[src/shared/cc_detect_pkg.sv]
package cc_detect_pkg;

   // ------------------------------------------------------------
   // Clock and timing
   // ------------------------------------------------------------
   localparam int CLK_MHZ          = 200;
   localparam int POLL_SLOT_US     = 1000;
   localparam int POLL_SLOT_CYCLES = POLL_SLOT_US * CLK_MHZ;

   // ------------------------------------------------------------
   // Widths and codes
   // ------------------------------------------------------------
   localparam int DAC_W     = 6;
   localparam int LEVEL_W   = 2;
   localparam int ADVERT_W  = 2;
   localparam int PWR_W     = 4;
   localparam int ROLE_W    = 3;
   localparam int IRQ_W     = 4;
   localparam int SYNC_W    = 5;

   localparam logic [LEVEL_W-1:0] LVL_RA     = 2'h0;
   localparam logic [LEVEL_W-1:0] LVL_USB    = 2'h1;
   localparam logic [LEVEL_W-1:0] LVL_1A5    = 2'h2;
   localparam logic [LEVEL_W-1:0] LVL_3A0    = 2'h3;

   // Interrupt flag positions
   localparam int IRQ_LEVEL = 0;
   localparam int IRQ_MATCH = 1;
   localparam int IRQ_VBUS  = 2;
   localparam int IRQ_DONE  = 3;

   // Synchronised pin vector positions
   localparam int SY_THR0  = 0;
   localparam int SY_THR1  = 1;
   localparam int SY_THR2  = 2;
   localparam int SY_DAC   = 3;
   localparam int SY_VBUS  = 4;

   // Resolved role codes
   localparam logic [ROLE_W-1:0] ROLE_NONE     = 3'h0;
   localparam logic [ROLE_W-1:0] ROLE_SRC_CC1  = 3'h1;
   localparam logic [ROLE_W-1:0] ROLE_SRC_CC2  = 3'h2;
   localparam logic [ROLE_W-1:0] ROLE_SNK_CC1  = 3'h5;
   localparam logic [ROLE_W-1:0] ROLE_SNK_CC2  = 3'h6;

   // Toggle presentation modes
   localparam logic [1:0] TOG_DUAL     = 2'h1;
   localparam logic [1:0] TOG_SRC_ONLY = 2'h2;
   localparam logic [1:0] TOG_SNK_ONLY = 2'h3;

   typedef enum logic [1:0] {TOG_IDLE, TOG_SRC, TOG_SNK, TOG_DONE} toggle_state_t;

endpackage

[src/typec_cc_detect_toggle.sv]
`timescale 1ns/1ps
`default_nettype none
// Contract
// - Any fixed comparator change raises level-code and threshold-match interrupts.
// - A 6-bit DAC threshold is compared against the selected line.
// - Bus power validity is reported; DAC may measure bus power instead.
// - Autonomous toggle drives pulls and measure selects, alternating source and sink.
// - Toggle may present source only or sink only, polling both lines.
// - On resolution, raise role-resolved interrupt and report role and orientation.
// - Toggle runs only while enable is 1; otherwise manual configuration applies.
// - Reading interrupts clears pending flags; processor reads before enabling toggle.
// - Bus power valid reads 1 attached, 0 detached; each change interrupts.
// - Sink level code maps Ra, default, 1.5 A, 3.0 A.
// - Advert change applies at attach if detached, immediately if attached.
// - Pending unmasked interrupts pull the open-drain interrupt line low.
// - Cable power is routed to the line chosen by two select bits.
module typec_cc_detect_toggle
   import cc_detect_pkg::*;
#(
   parameter int SLOT_CYCLES = POLL_SLOT_CYCLES
)
(
   input  wire logic                core_clk,
   input  wire logic                sys_rst,
   input  wire logic [2:0]          cc_threshold_pin,
   input  wire logic                dac_above_pin,
   input  wire logic                bus_power_pin,
   input  wire logic                toggle_enable,
   input  wire logic [1:0]          toggle_mode,
   input  wire logic [DAC_W-1:0]    dac_threshold,
   input  wire logic                measure_bus_power_select,
   input  wire logic [ADVERT_W-1:0] source_current_advert,
   input  wire logic                port_attached,
   input  wire logic                cable_power_to_line1,
   input  wire logic                cable_power_to_line2,
   input  wire logic [PWR_W-1:0]    power_domain_enables,
   input  wire logic                man_line1_pullup,
   input  wire logic                man_line2_pullup,
   input  wire logic                man_line1_pulldown,
   input  wire logic                man_line2_pulldown,
   input  wire logic                man_line1_measure,
   input  wire logic                man_line2_measure,
   input  wire logic [IRQ_W-1:0]    irq_mask,
   input  wire logic                irq_read,
   output logic                     line1_pullup_enable,
   output logic                     line2_pullup_enable,
   output logic                     line1_pulldown_enable,
   output logic                     line2_pulldown_enable,
   output logic                     line1_measure_select,
   output logic                     line2_measure_select,
   output logic                     dac_measure_bus,
   output logic [DAC_W-1:0]         dac_code,
   output logic [ADVERT_W-1:0]      applied_advert,
   output logic                     vconn_line1_on,
   output logic                     vconn_line2_on,
   output logic [PWR_W-1:0]         power_enable_out,
   output logic [LEVEL_W-1:0]       cc_level_code,
   output logic                     threshold_match,
   output logic                     bus_power_valid,
   output logic [ROLE_W-1:0]        role_resolved_state,
   output logic [IRQ_W-1:0]         irq_pending,
   output logic                     int_n_out,
   output logic                     int_n_oe
);

   // ------------------------------------------------------------
   // Pin synchronisers
   // ------------------------------------------------------------
   logic [SYNC_W-1:0]   sync1_reg;
   logic [SYNC_W-1:0]   sync2_reg;
   logic [LEVEL_W-1:0]  level_next;
   logic                attached;
   logic                tog_pullup;
   logic                tog_pulldown;
   logic                tog_line2;
   logic                done_pulse;
   logic [ROLE_W-1:0]   role_state;
   logic [IRQ_W-1:0]    irq_set;

   genvar g;
   generate
      for (g = 0; g < SYNC_W; g++)
      begin : g_sync
         logic pin;
         if (g <= SY_THR2)
            assign pin = cc_threshold_pin[g];
         else if (g == SY_DAC)
            assign pin = dac_above_pin;
         else
            assign pin = bus_power_pin;
         always_ff @(posedge core_clk)
         begin
            if (sys_rst)
            begin
               sync1_reg[g] <= 1'b0;
               sync2_reg[g] <= 1'b0;
            end
            else
            begin
               sync1_reg[g] <= pin;
               sync2_reg[g] <= sync1_reg[g];
            end
         end
      end
   endgenerate

   // Thermometer of three fixed comparators to a level code
   function automatic logic [LEVEL_W-1:0] therm_to_level(input logic [2:0] t);
      if (t[2])
         return LVL_3A0;
      else if (t[1])
         return LVL_1A5;
      else if (t[0])
         return LVL_USB;
      else
         return LVL_RA;
   endfunction

   assign level_next = therm_to_level({sync2_reg[SY_THR2], sync2_reg[SY_THR1],
                                       sync2_reg[SY_THR0]});

   // ------------------------------------------------------------
   // Status
   // ------------------------------------------------------------
   always_ff @(posedge core_clk)
   begin
      if (sys_rst)
      begin
         cc_level_code   <= LVL_RA;
         threshold_match <= 1'b0;
         bus_power_valid <= 1'b0;
      end
      else
      begin
         cc_level_code   <= level_next;
         threshold_match <= sync2_reg[SY_DAC];
         bus_power_valid <= sync2_reg[SY_VBUS];
      end
   end

   // ------------------------------------------------------------
   // Toggle engine and line control
   // ------------------------------------------------------------
   role_toggle_fsm #(
      .SLOT_CYCLES (SLOT_CYCLES)
   ) role_toggle_fsm_inst (
      .core_clk      (core_clk),
      .sys_rst       (sys_rst),
      .toggle_enable (toggle_enable),
      .toggle_mode   (toggle_mode),
      .level_code    (cc_level_code),
      .tog_pullup    (tog_pullup),
      .tog_pulldown  (tog_pulldown),
      .tog_line2     (tog_line2),
      .role_state    (role_state),
      .done_pulse    (done_pulse)
   );

   assign role_resolved_state = role_state;
   assign attached = port_attached || (role_state != ROLE_NONE);

   // Both pulls of the polled role stay on; only the measured line walks
   always_ff @(posedge core_clk)
   begin
      if (sys_rst)
      begin
         line1_pullup_enable   <= 1'b0;
         line2_pullup_enable   <= 1'b0;
         line1_pulldown_enable <= 1'b0;
         line2_pulldown_enable <= 1'b0;
         line1_measure_select  <= 1'b0;
         line2_measure_select  <= 1'b0;
      end
      else if (toggle_enable)
      begin
         line1_pullup_enable   <= tog_pullup;
         line2_pullup_enable   <= tog_pullup;
         line1_pulldown_enable <= tog_pulldown;
         line2_pulldown_enable <= tog_pulldown;
         line1_measure_select  <= !tog_line2;
         line2_measure_select  <= tog_line2;
      end
      else
      begin
         line1_pullup_enable   <= man_line1_pullup;
         line2_pullup_enable   <= man_line2_pullup;
         line1_pulldown_enable <= man_line1_pulldown;
         line2_pulldown_enable <= man_line2_pulldown;
         line1_measure_select  <= man_line1_measure;
         line2_measure_select  <= man_line2_measure;
      end
   end

   always_ff @(posedge core_clk)
   begin
      if (sys_rst)
      begin
         dac_code         <= '0;
         dac_measure_bus  <= 1'b0;
         vconn_line1_on   <= 1'b0;
         vconn_line2_on   <= 1'b0;
         power_enable_out <= '0;
      end
      else
      begin
         dac_code         <= dac_threshold;
         dac_measure_bus  <= measure_bus_power_select;
         vconn_line1_on   <= cable_power_to_line1;
         vconn_line2_on   <= cable_power_to_line2;
         power_enable_out <= power_domain_enables;
      end
   end

   // Detached changes are held back so a sink sees the new advert only at attach
   always_ff @(posedge core_clk)
   begin
      if (sys_rst)
         applied_advert <= '0;
      else if (attached)
         applied_advert <= source_current_advert;
   end

   // ------------------------------------------------------------
   // Interrupts
   // ------------------------------------------------------------
   always_comb
   begin
      irq_set            = '0;
      irq_set[IRQ_LEVEL] = (level_next != cc_level_code);
      irq_set[IRQ_MATCH] = (level_next != cc_level_code)
                           || (sync2_reg[SY_DAC] != threshold_match);
      irq_set[IRQ_VBUS]  = (sync2_reg[SY_VBUS] != bus_power_valid);
      irq_set[IRQ_DONE]  = done_pulse;
   end

   // A read clears, but an event in the same cycle survives it
   always_ff @(posedge core_clk)
   begin
      if (sys_rst)
         irq_pending <= '0;
      else
         irq_pending <= irq_set | (irq_read ? '0 : irq_pending);
   end

   assign int_n_out = 1'b0;
   assign int_n_oe  = |(irq_pending & ~irq_mask);
endmodule // typec_cc_detect_toggle
`default_nettype wire

[src/role_toggle_fsm.sv]
`timescale 1ns/1ps
`default_nettype none
module role_toggle_fsm
   import cc_detect_pkg::*;
#(
   parameter int SLOT_CYCLES = POLL_SLOT_CYCLES
)
(
   input  wire logic                core_clk,
   input  wire logic                sys_rst,
   input  wire logic                toggle_enable,
   input  wire logic [1:0]          toggle_mode,
   input  wire logic [LEVEL_W-1:0]  level_code,
   output logic                     tog_pullup,
   output logic                     tog_pulldown,
   output logic                     tog_line2,
   output logic [ROLE_W-1:0]        role_state,
   output logic                     done_pulse
);

   toggle_state_t      state_reg;
   logic [31:0]        slot_cnt_reg;
   logic               line_reg;
   logic               slot_end;
   logic               attach_seen;
   logic               snk_resolved;

   assign slot_end     = (slot_cnt_reg == 32'(SLOT_CYCLES - 1));
   // Resolved role stays presented; dropping it would look like a detach to the partner
   assign snk_resolved = (role_state == ROLE_SNK_CC1) || (role_state == ROLE_SNK_CC2);
   assign tog_pullup   = (state_reg == TOG_SRC) || (state_reg == TOG_DONE && !snk_resolved);
   assign tog_pulldown = (state_reg == TOG_SNK) || (state_reg == TOG_DONE && snk_resolved);
   assign tog_line2    = line_reg;

   // Source sees Rd only as a mid level; Ra (lowest) never resolves
   always_comb
   begin
      attach_seen = 1'b0;
      if (state_reg == TOG_SRC)
         attach_seen = (level_code == LVL_USB) || (level_code == LVL_1A5);
      else if (state_reg == TOG_SNK)
         attach_seen = (level_code != LVL_RA);
   end

   always_ff @(posedge core_clk)
   begin
      if (sys_rst || !toggle_enable || state_reg == TOG_IDLE || slot_end)
         slot_cnt_reg <= '0;
      else
         slot_cnt_reg <= slot_cnt_reg + 32'h1;
   end

   // Each role phase polls line 1 for a slot, then line 2
   always_ff @(posedge core_clk)
   begin
      if (sys_rst || !toggle_enable || state_reg == TOG_IDLE)
         line_reg <= 1'b0;
      else if (slot_end && !attach_seen && state_reg != TOG_DONE)
         line_reg <= !line_reg;
   end

   always_ff @(posedge core_clk)
   begin
      done_pulse <= 1'b0;
      if (sys_rst || !toggle_enable)
      begin
         state_reg  <= TOG_IDLE;
         role_state <= ROLE_NONE;
      end
      else
      begin
         unique case (state_reg)
            TOG_IDLE:
               state_reg <= (toggle_mode == TOG_SNK_ONLY) ? TOG_SNK : TOG_SRC;
            TOG_SRC, TOG_SNK:
               if (slot_end && attach_seen)
               begin
                  state_reg  <= TOG_DONE;
                  done_pulse <= 1'b1;
                  if (state_reg == TOG_SRC)
                     role_state <= line_reg ? ROLE_SRC_CC2 : ROLE_SRC_CC1;
                  else
                     role_state <= line_reg ? ROLE_SNK_CC2 : ROLE_SNK_CC1;
               end
               else if (slot_end && line_reg && toggle_mode == TOG_DUAL)
                  state_reg <= (state_reg == TOG_SRC) ? TOG_SNK : TOG_SRC;
            TOG_DONE:
               state_reg <= TOG_DONE;
         endcase
      end
   end

endmodule // role_toggle_fsm
`default_nettype wire

[config.mk]
export PLATFORM = sky130hd
export DESIGN_NAME = typec_cc_detect_toggle
export DESIGN_NICKNAME = d
export VERILOG_FILES = /design/src/shared/cc_detect_pkg.sv /design/src/typec_cc_detect_toggle.sv /design/src/role_toggle_fsm.sv
export SDC_FILE = /design/constraint.sdc
export NUM_CORES = 1
export LEC_CHECK = 0
export BUFFER_PORTS_ARGS = -buffer_cell sky130_fd_sc_hd__buf_4
export CAP_MARGIN = 30
export CORE_MARGIN = 2
export CORE_UTILIZATION = 50
export DETAILED_ROUTE_END_ITERATION = 8
export MAX_ROUTING_LAYER = met4
export PLACE_DENSITY = 0.74
export SETUP_SLACK_MARGIN = 0.15
export SLEW_MARGIN = 25
export SYNTH_ARGS = -nofsm -noshare
export SYNTH_HDL_FRONTEND = slang
export SYNTH_SLANG_ARGS = --single-unit
[constraint.sdc]
create_clock -name core_clk -period 2.1 [get_ports core_clk]
set_clock_uncertainty 0.1 [all_clocks]
set_input_delay 0.105 -clock core_clk [delete_from_list [all_inputs] [get_ports core_clk]]
set_output_delay 0.105 -clock core_clk [all_outputs]
set_load 0.05 [all_outputs]
==> results of run 1 <==
[kinds of logic (layout without fill, tap and decap cells)]
logic type	count (synthesis)	after routing	synth area share, %
multiplexers	7	7	2.167
XOR/XNOR	32	32	8.669
AND/OR/NAND/NOR	155	155	27.32
buffers and inverters	33	152	4.567
flip-flops	78	78	48.30
other	1	1	0.1160
adder cells (fa/ha/maj)	6	6	2.322
AO/OA/AOI/OAI	32	32	6.540
[power breakdown]
| group | internal, µW | leakage, µW | switching [µW] |
|---|---|---|---|
| registers | 1520 | 0.000641 | 22.0 |
| clock network | 454 | 0.0000935 | 604 |
| logic | 204 | 0.00110 | 251 |
| total | 2180 | 0.00184 | 877 |
[area by class of cell]
cell class                      instances  share of cell area (%)
Timing Repair Buffer                  117                   21.48
Inverter                               19                   1.569
Clock buffer                            9                   2.726
Clock inverter                          7                   1.322
Sequential cell                        78                   34.64
Multi-Input combinational cell        233                   36.15
Tap cell                               77                   2.120
[cells in the final DEF, fill, tap and decap left out, types with 2 or more instances in the layout]
cell           Yosys  layout
mux2i_1            7       7
o21a_1             5       5
dfxtp_2            0       4
nand3b_1           2       2
nor3_1             3       2
nor2b_1           26      26
dlygate4sd3_1      0      34
nor2_1            46      45
or2_1              2       2
o211ai_1           2       2
nor4_2             0       4
and4_1             2       2
nand3_1           17      16
xnor2_1           11      11
dfxtp_4            0       2
ha_1               6       3
nor4_1             7       2
nor4_4             3       4
inv_1             19      19
clkbuf_8           0       9
inv_6              0       4
a31oi_1            2       2
and3_1             4       4
nand3_2            4       5
dfxtp_1           78      72
or3_1              6       6
o21ai_0            5       4
ha_2               0       3
nand4_1            9       9
buf_4              5      82
nand2_1           14      14
xor2_1            21      21
a21oi_1           12      12
[per-stage QoR]
stage	hold WS (ns)	instances	area, µm²	power, µW
5_1_grt	0.03023	540	4544	3183
4_1_cts	0.001049	537	4410	3058
3_3_place_gp	0.2013	486	3872	1952
2_1_floorplan	0.1152	344	3247	1828
6_report	-0.008571	540	4544	3059
3_5_place_dp	0.2075	486	3872	1957
[worst min-delay path by stage]
stage | end | cells past startpoint | slack [ns]
floorplan | line1_pulldown_enable | 1 | 0.12
global placement | line2_pulldown_enable | 2 | 0.20
detailed placement | line1_pulldown_enable | 2 | 0.21
CTS | applied_advert[1] | 4 | 0.001
global route | applied_advert[1] | 4 | 0.03
finish | applied_advert[1] | 4 | -0.009
[worst max-delay path, stage by stage, from the launching register on]
cell and delay, ns:
dfxtp_4 0.35, inv_1 0.06, ha_1 0.29, and2_4 0.18, o21ai_1 0.11, nor4_4 0.27
buf_4 0.19, mux2i_1 0.20, nor2_1 0.05
[layer usage]
| layer | share of wire, % | global-route usage, % | vias to the layer above |
|---|---|---|---|
| met4 | 2.0 | 10.25 | 0 |
| met2 | 50 | 36.44 | 54 |
| met3 | 3.9 | 4.425 | 14 |
| li1 | - | - | 1389 |
| met1 | 44 | 24.50 | 1243 |
| met5 | 0 | - | - |
[repair_timing]
action	CTS	global route
hold endpoints to repair	29	0
hold buffers	34	0
setup buffers	1	3
endpoints found under the setup margin	5	39
resized for setup	3	22
pin swaps	2	7
==> impl_metrics.yaml, run 1 <==
timing:
  min_period_ns: 1.921
  period_share_pct: 91.50
  finalMaxSlewViolations: 0
  rsz0062_at_grt: "true"
  whs_ns: -0.008571
  hold_viol: 1
  setup_ws_ns: 0.1786
  setup_violations: 0
  max_freq_mhz: 520.4
  setup_tns_ns: 0
clock_tree:
  cts_tree: "yes"
  clk_pin_slew_ns: 0.09
  htreeDepth: 3
  clock_path_buffers: 2
  cts_root_buf: "clkbuf_8"
  cts_sinks: 78
  insertion_delay_ns: 0.36
  cts_made_buffers: 9
logic_synthesis:
  synth_commonest_cells: "78 x dfxtp_1, 46 x nor2_1, 26 x nor2b_1"
  synth_top_area_share_pct: 48.30
  syn_area_um2: 3233
  synth_top_cell_by_area: "dfxtp_1"
  yosysMostFrequentCell: "dfxtp_1"
  synth_ff_type: "dfxtp_1"
  synth_area_leaders: "dfxtp_1 48%, xor2_1 5.7%, nor2_1 5.3%"
  async_reset_ff_share_pct: 0
  netlist_instances: 344
  synth_warnings: 0
  synth-seq-cells: 78
  synth_edf_count: 0
  synthesis.nets: 387
  avgSynthCellArea_um2: 9.399
  yosysSeqAreaShare_pct: 48.30
  ys_types: 44
finish:
  largest_reg_flops: 32
  antennaDiodeCount: 0
  multi_input_area_um2: 1643
  final_util_pct: 71.98
  fill_cells: 462
  layout-drive-gt1-share_pct: 28.73
  regArea_um2: 1574
  nets: 501
  syn_to_final_growth_pct: 40.56
placed_design:
  dp_slack_ns: 0.07073
  finalWeightedCongestion: 0.8372
  port_buffers: 69
  hpwl_um: 4388
route:
  firstDrtPassIters: 4
  drcViolationCount: 0
  num_vias: 2700
  first_iter_violations: 90
  wire_per_inst_um: 13.55
  drtAntennaViolNets: 0
  wl_um: 7317
  drt-vias-per-instance: 5.000
global_routing:
  grt_max_degree: 39
  grt.overflow.total: 0
  antenna_found_initial: 0
  grt_pass1_wl_um: 12080
  grt_pass1_vias: 2724
  grtUsageTotal_pct: 21.58
setup_path:
  r2r-start: "cc_level_code[1]"
  endpoint_kind: "flop"
  crit_start: "cc_level_code[1]"
  timing.rr.end: "role_toggle_fsm_inst.role_state[0]"
  cp.arrival_ns: 2.06
  critPathMaxFanout: 5
  required_ns: 2.24
  cp-endpoint: "role_toggle_fsm_inst.role_state[0]"
  critPathLaunchType: "flop"
  r2r_cells: 8
  r2r_slack_ns: 0.18
  path_class: "reg -> reg"
pwr:
  leakage_uw: 0.001836
  ir_worst_vdd_uv: 524.0
  p_per_area_nw_per_um2: 673.0
die:
  initial_utilization_pct: 51.21
  io_pins: 71
  die_h_um: 84.41
  die_w_um: 84.41
  rows: 29
  core_region_area_um2: 6314
  die_area_um2: 7125
min_path:
  holdCritPathClass: "in -> reg"
  min_from: "port_attached"
run_status:
  violations: "hold timing"
  status: "complete, but fails checks"
flow_run:
  maxCapViolCount: 0
No activity file was read; power rests on OpenSTA's default activity.
==> run 2, diff against run 1 <==
--- a/config.mk
+++ b/config.mk
@@ -7,6 +7,7 @@
 export LEC_CHECK = 0
 export BUFFER_PORTS_ARGS = -buffer_cell sky130_fd_sc_hd__buf_4
 export CAP_MARGIN = 30
+export CORE_ASPECT_RATIO = 1.2
 export CORE_MARGIN = 2
 export CORE_UTILIZATION = 50
 export DETAILED_ROUTE_END_ITERATION = 8
==> run 2 against run 1 <==
  * The run now ends clean
  * Critical endpoint is now role_toggle_fsm_inst.role_state[1]
  * Non-clock buffer count increased by 3
  * Utilization increased by 0.97 points
  * Clock power about the same
  * Largest cell class unchanged
  * Design area increased by 1.5%
  * Global-route usage increased by 0.14 points
  * Setup slack improved by 0.0013 ns
  * Critical path type unchanged
==> impl_metrics.yaml, run 2 (synthesis gave the netlist of run 1 again) <==
run_status:
  status: "completed"
clock_tree:
  clk_pin_slew_ns: 0.09
  clock_path_buffers: 2
  cts_tree: "yes"
  insertion_delay_ns: 0.35
  cts_made_buffers: 9
  cts_sinks: 78
  htreeDepth: 3
  cts_root_buf: "clkbuf_8"
placed_design:
  dp_slack_ns: 0.09200
  dpl.cell_count: 494
  finalWeightedCongestion: 0.9035
  port_buffers: 69
  hpwl_um: 4468
route:
  num_vias: 2760
  drtAntennaViolNets: 0
  drcViolationCount: 0
  wl_um: 7561
  first_iter_violations: 117
  wire_per_inst_um: 13.72
  drt-vias-per-instance: 5.009
  firstDrtPassIters: 4
timing:
  slew-limit-headroom_pct: 62.44
  rsz0062_at_grt: "true"
  setup_ws_ns: 0.1799
  worstMarginPinSlew_ns: 0.5583
  max_freq_mhz: 520.8
  hold_viol: 0
  finalMaxSlewViolations: 0
  period_share_pct: 91.43
  min_period_ns: 1.920
  whs_ns: 0.02346
  setup_tns_ns: 0
  setup_violations: 0
global_routing:
  top_usage_layer: "met2"
  grt.overflow.total: 0
  grtUsageMet3_pct: 5.413
  use_met2_pct: 36.96
  grt_max_degree: 39
  antenna_found_initial: 0
  grtUsageTotal_pct: 21.72
  grt_pass1_wl_um: 11940
  met1_usage_pct: 24.63
  grt_pass1_vias: 2603
die:
  die_area_um2: 7128
  die_w_um: 77.41
  die_h_um: 92.09
  rows: 32
  core_region_area_um2: 6326
  initial_utilization_pct: 51.11
  io_pins: 71
finish:
  nets: 504
  layout-drive-gt1-share_pct: 31.76
  largest_reg_flops: 32
  fin_cells: 551
  syn_to_final_growth_pct: 42.72
  regArea_um2: 1583
  antennaDiodeCount: 0
  layout_common_cells: "86 x buf_4, 69 x dfxtp_1, 46 x nor2_1, 33 x dlygate4sd3_1, 26 x nor2b_1"
  fill_cells: 485
  layout_commonest_cell: "buf_4"
  multi_input_area_um2: 1672
pwr:
  ir_worst_vdd_uv: 463.6
  p_per_area_nw_per_um2: 667.1
  fin_total_pwr_uw: 3078
  leakage_uw: 0.001854
setup_path:
  endpoint_kind: "flop"
  path_class: "reg -> reg"
  critPathMaxFanout: 5
  cp.arrival_ns: 2.06
  critPathLaunchType: "flop"
  required_ns: 2.24
min_path:
  holdCritPathClass: "in -> reg"
flow_run:
  maxCapViolCount: 0
==> run 2: stage by stage <==
stage,util [%],area (µm²)
after floorplan,-,3247
after global placement,61.37,3882
after detailed placement,61.37,3882
after CTS,69.74,4412
after global routing,72.94,4614
final,72.94,4614
==> run 2: power breakdown <==
part	leakage (µW)	total [µW]	switching, µW	internal (µW)
clock	0.0000863	1060	611	453
sequential	0.000643	1550	25.9	1520
combinational	0.00113	465	258	208
==> run 2: final cells by class <==
cell class / instances / area share (%)
Multi-Input combinational cell: 233 / 36.23
Clock inverter: 7 / 1.356
Timing Repair Buffer: 120 / 21.58
Inverter: 19 / 1.546
Sequential cell: 78 / 34.30
Clock buffer: 9 / 2.684
Tap cell: 85 / 2.305
==> run 2: worst max-delay path: stages (launching register included) <==
cell	delay [ns]
dfxtp_4	0.38
inv_2	0.07
ha_2	0.17
nor3b_4	0.23
o21ai_2	0.11
nor4_4	0.26
buf_4	0.20
mux2i_1	0.24
nor2_1	0.06
==> run 2: metal layers <==
metal  part of all wire [%]  wire (µm)  vias to the layer above
met5                      0          0                        -
met1                     41       3133                     1290
met2                     53       4029                       62
li1                       -          -                     1394
met3                    3.7        278                       14
met4                    1.6        120                        0
==> run 2: final timing paths <==
check                                                        from                                  to  slack [ns]  cells after the start
worst max-delay path            role_toggle_fsm_inst.state_reg[0]  role_toggle_fsm_inst.role_state[1]        0.18                      8
worst min-delay path                                port_attached                   applied_advert[0]        0.02                      4
worst max register to register  role_toggle_fsm_inst.state_reg[0]  role_toggle_fsm_inst.role_state[1]        0.18                      8
worst min register to register                       sync1_reg[2]                        sync2_reg[2]        0.35                      1
==> run 2: what timing repair did <==
action                     in CTS  in global routing
setup endpoints to repair       6                 39
hold endpoints to repair       28                  0
setup buffers                   1                  7
pin swaps                       2                 10
hold buffers                   33                  0
resized for setup               2                 37
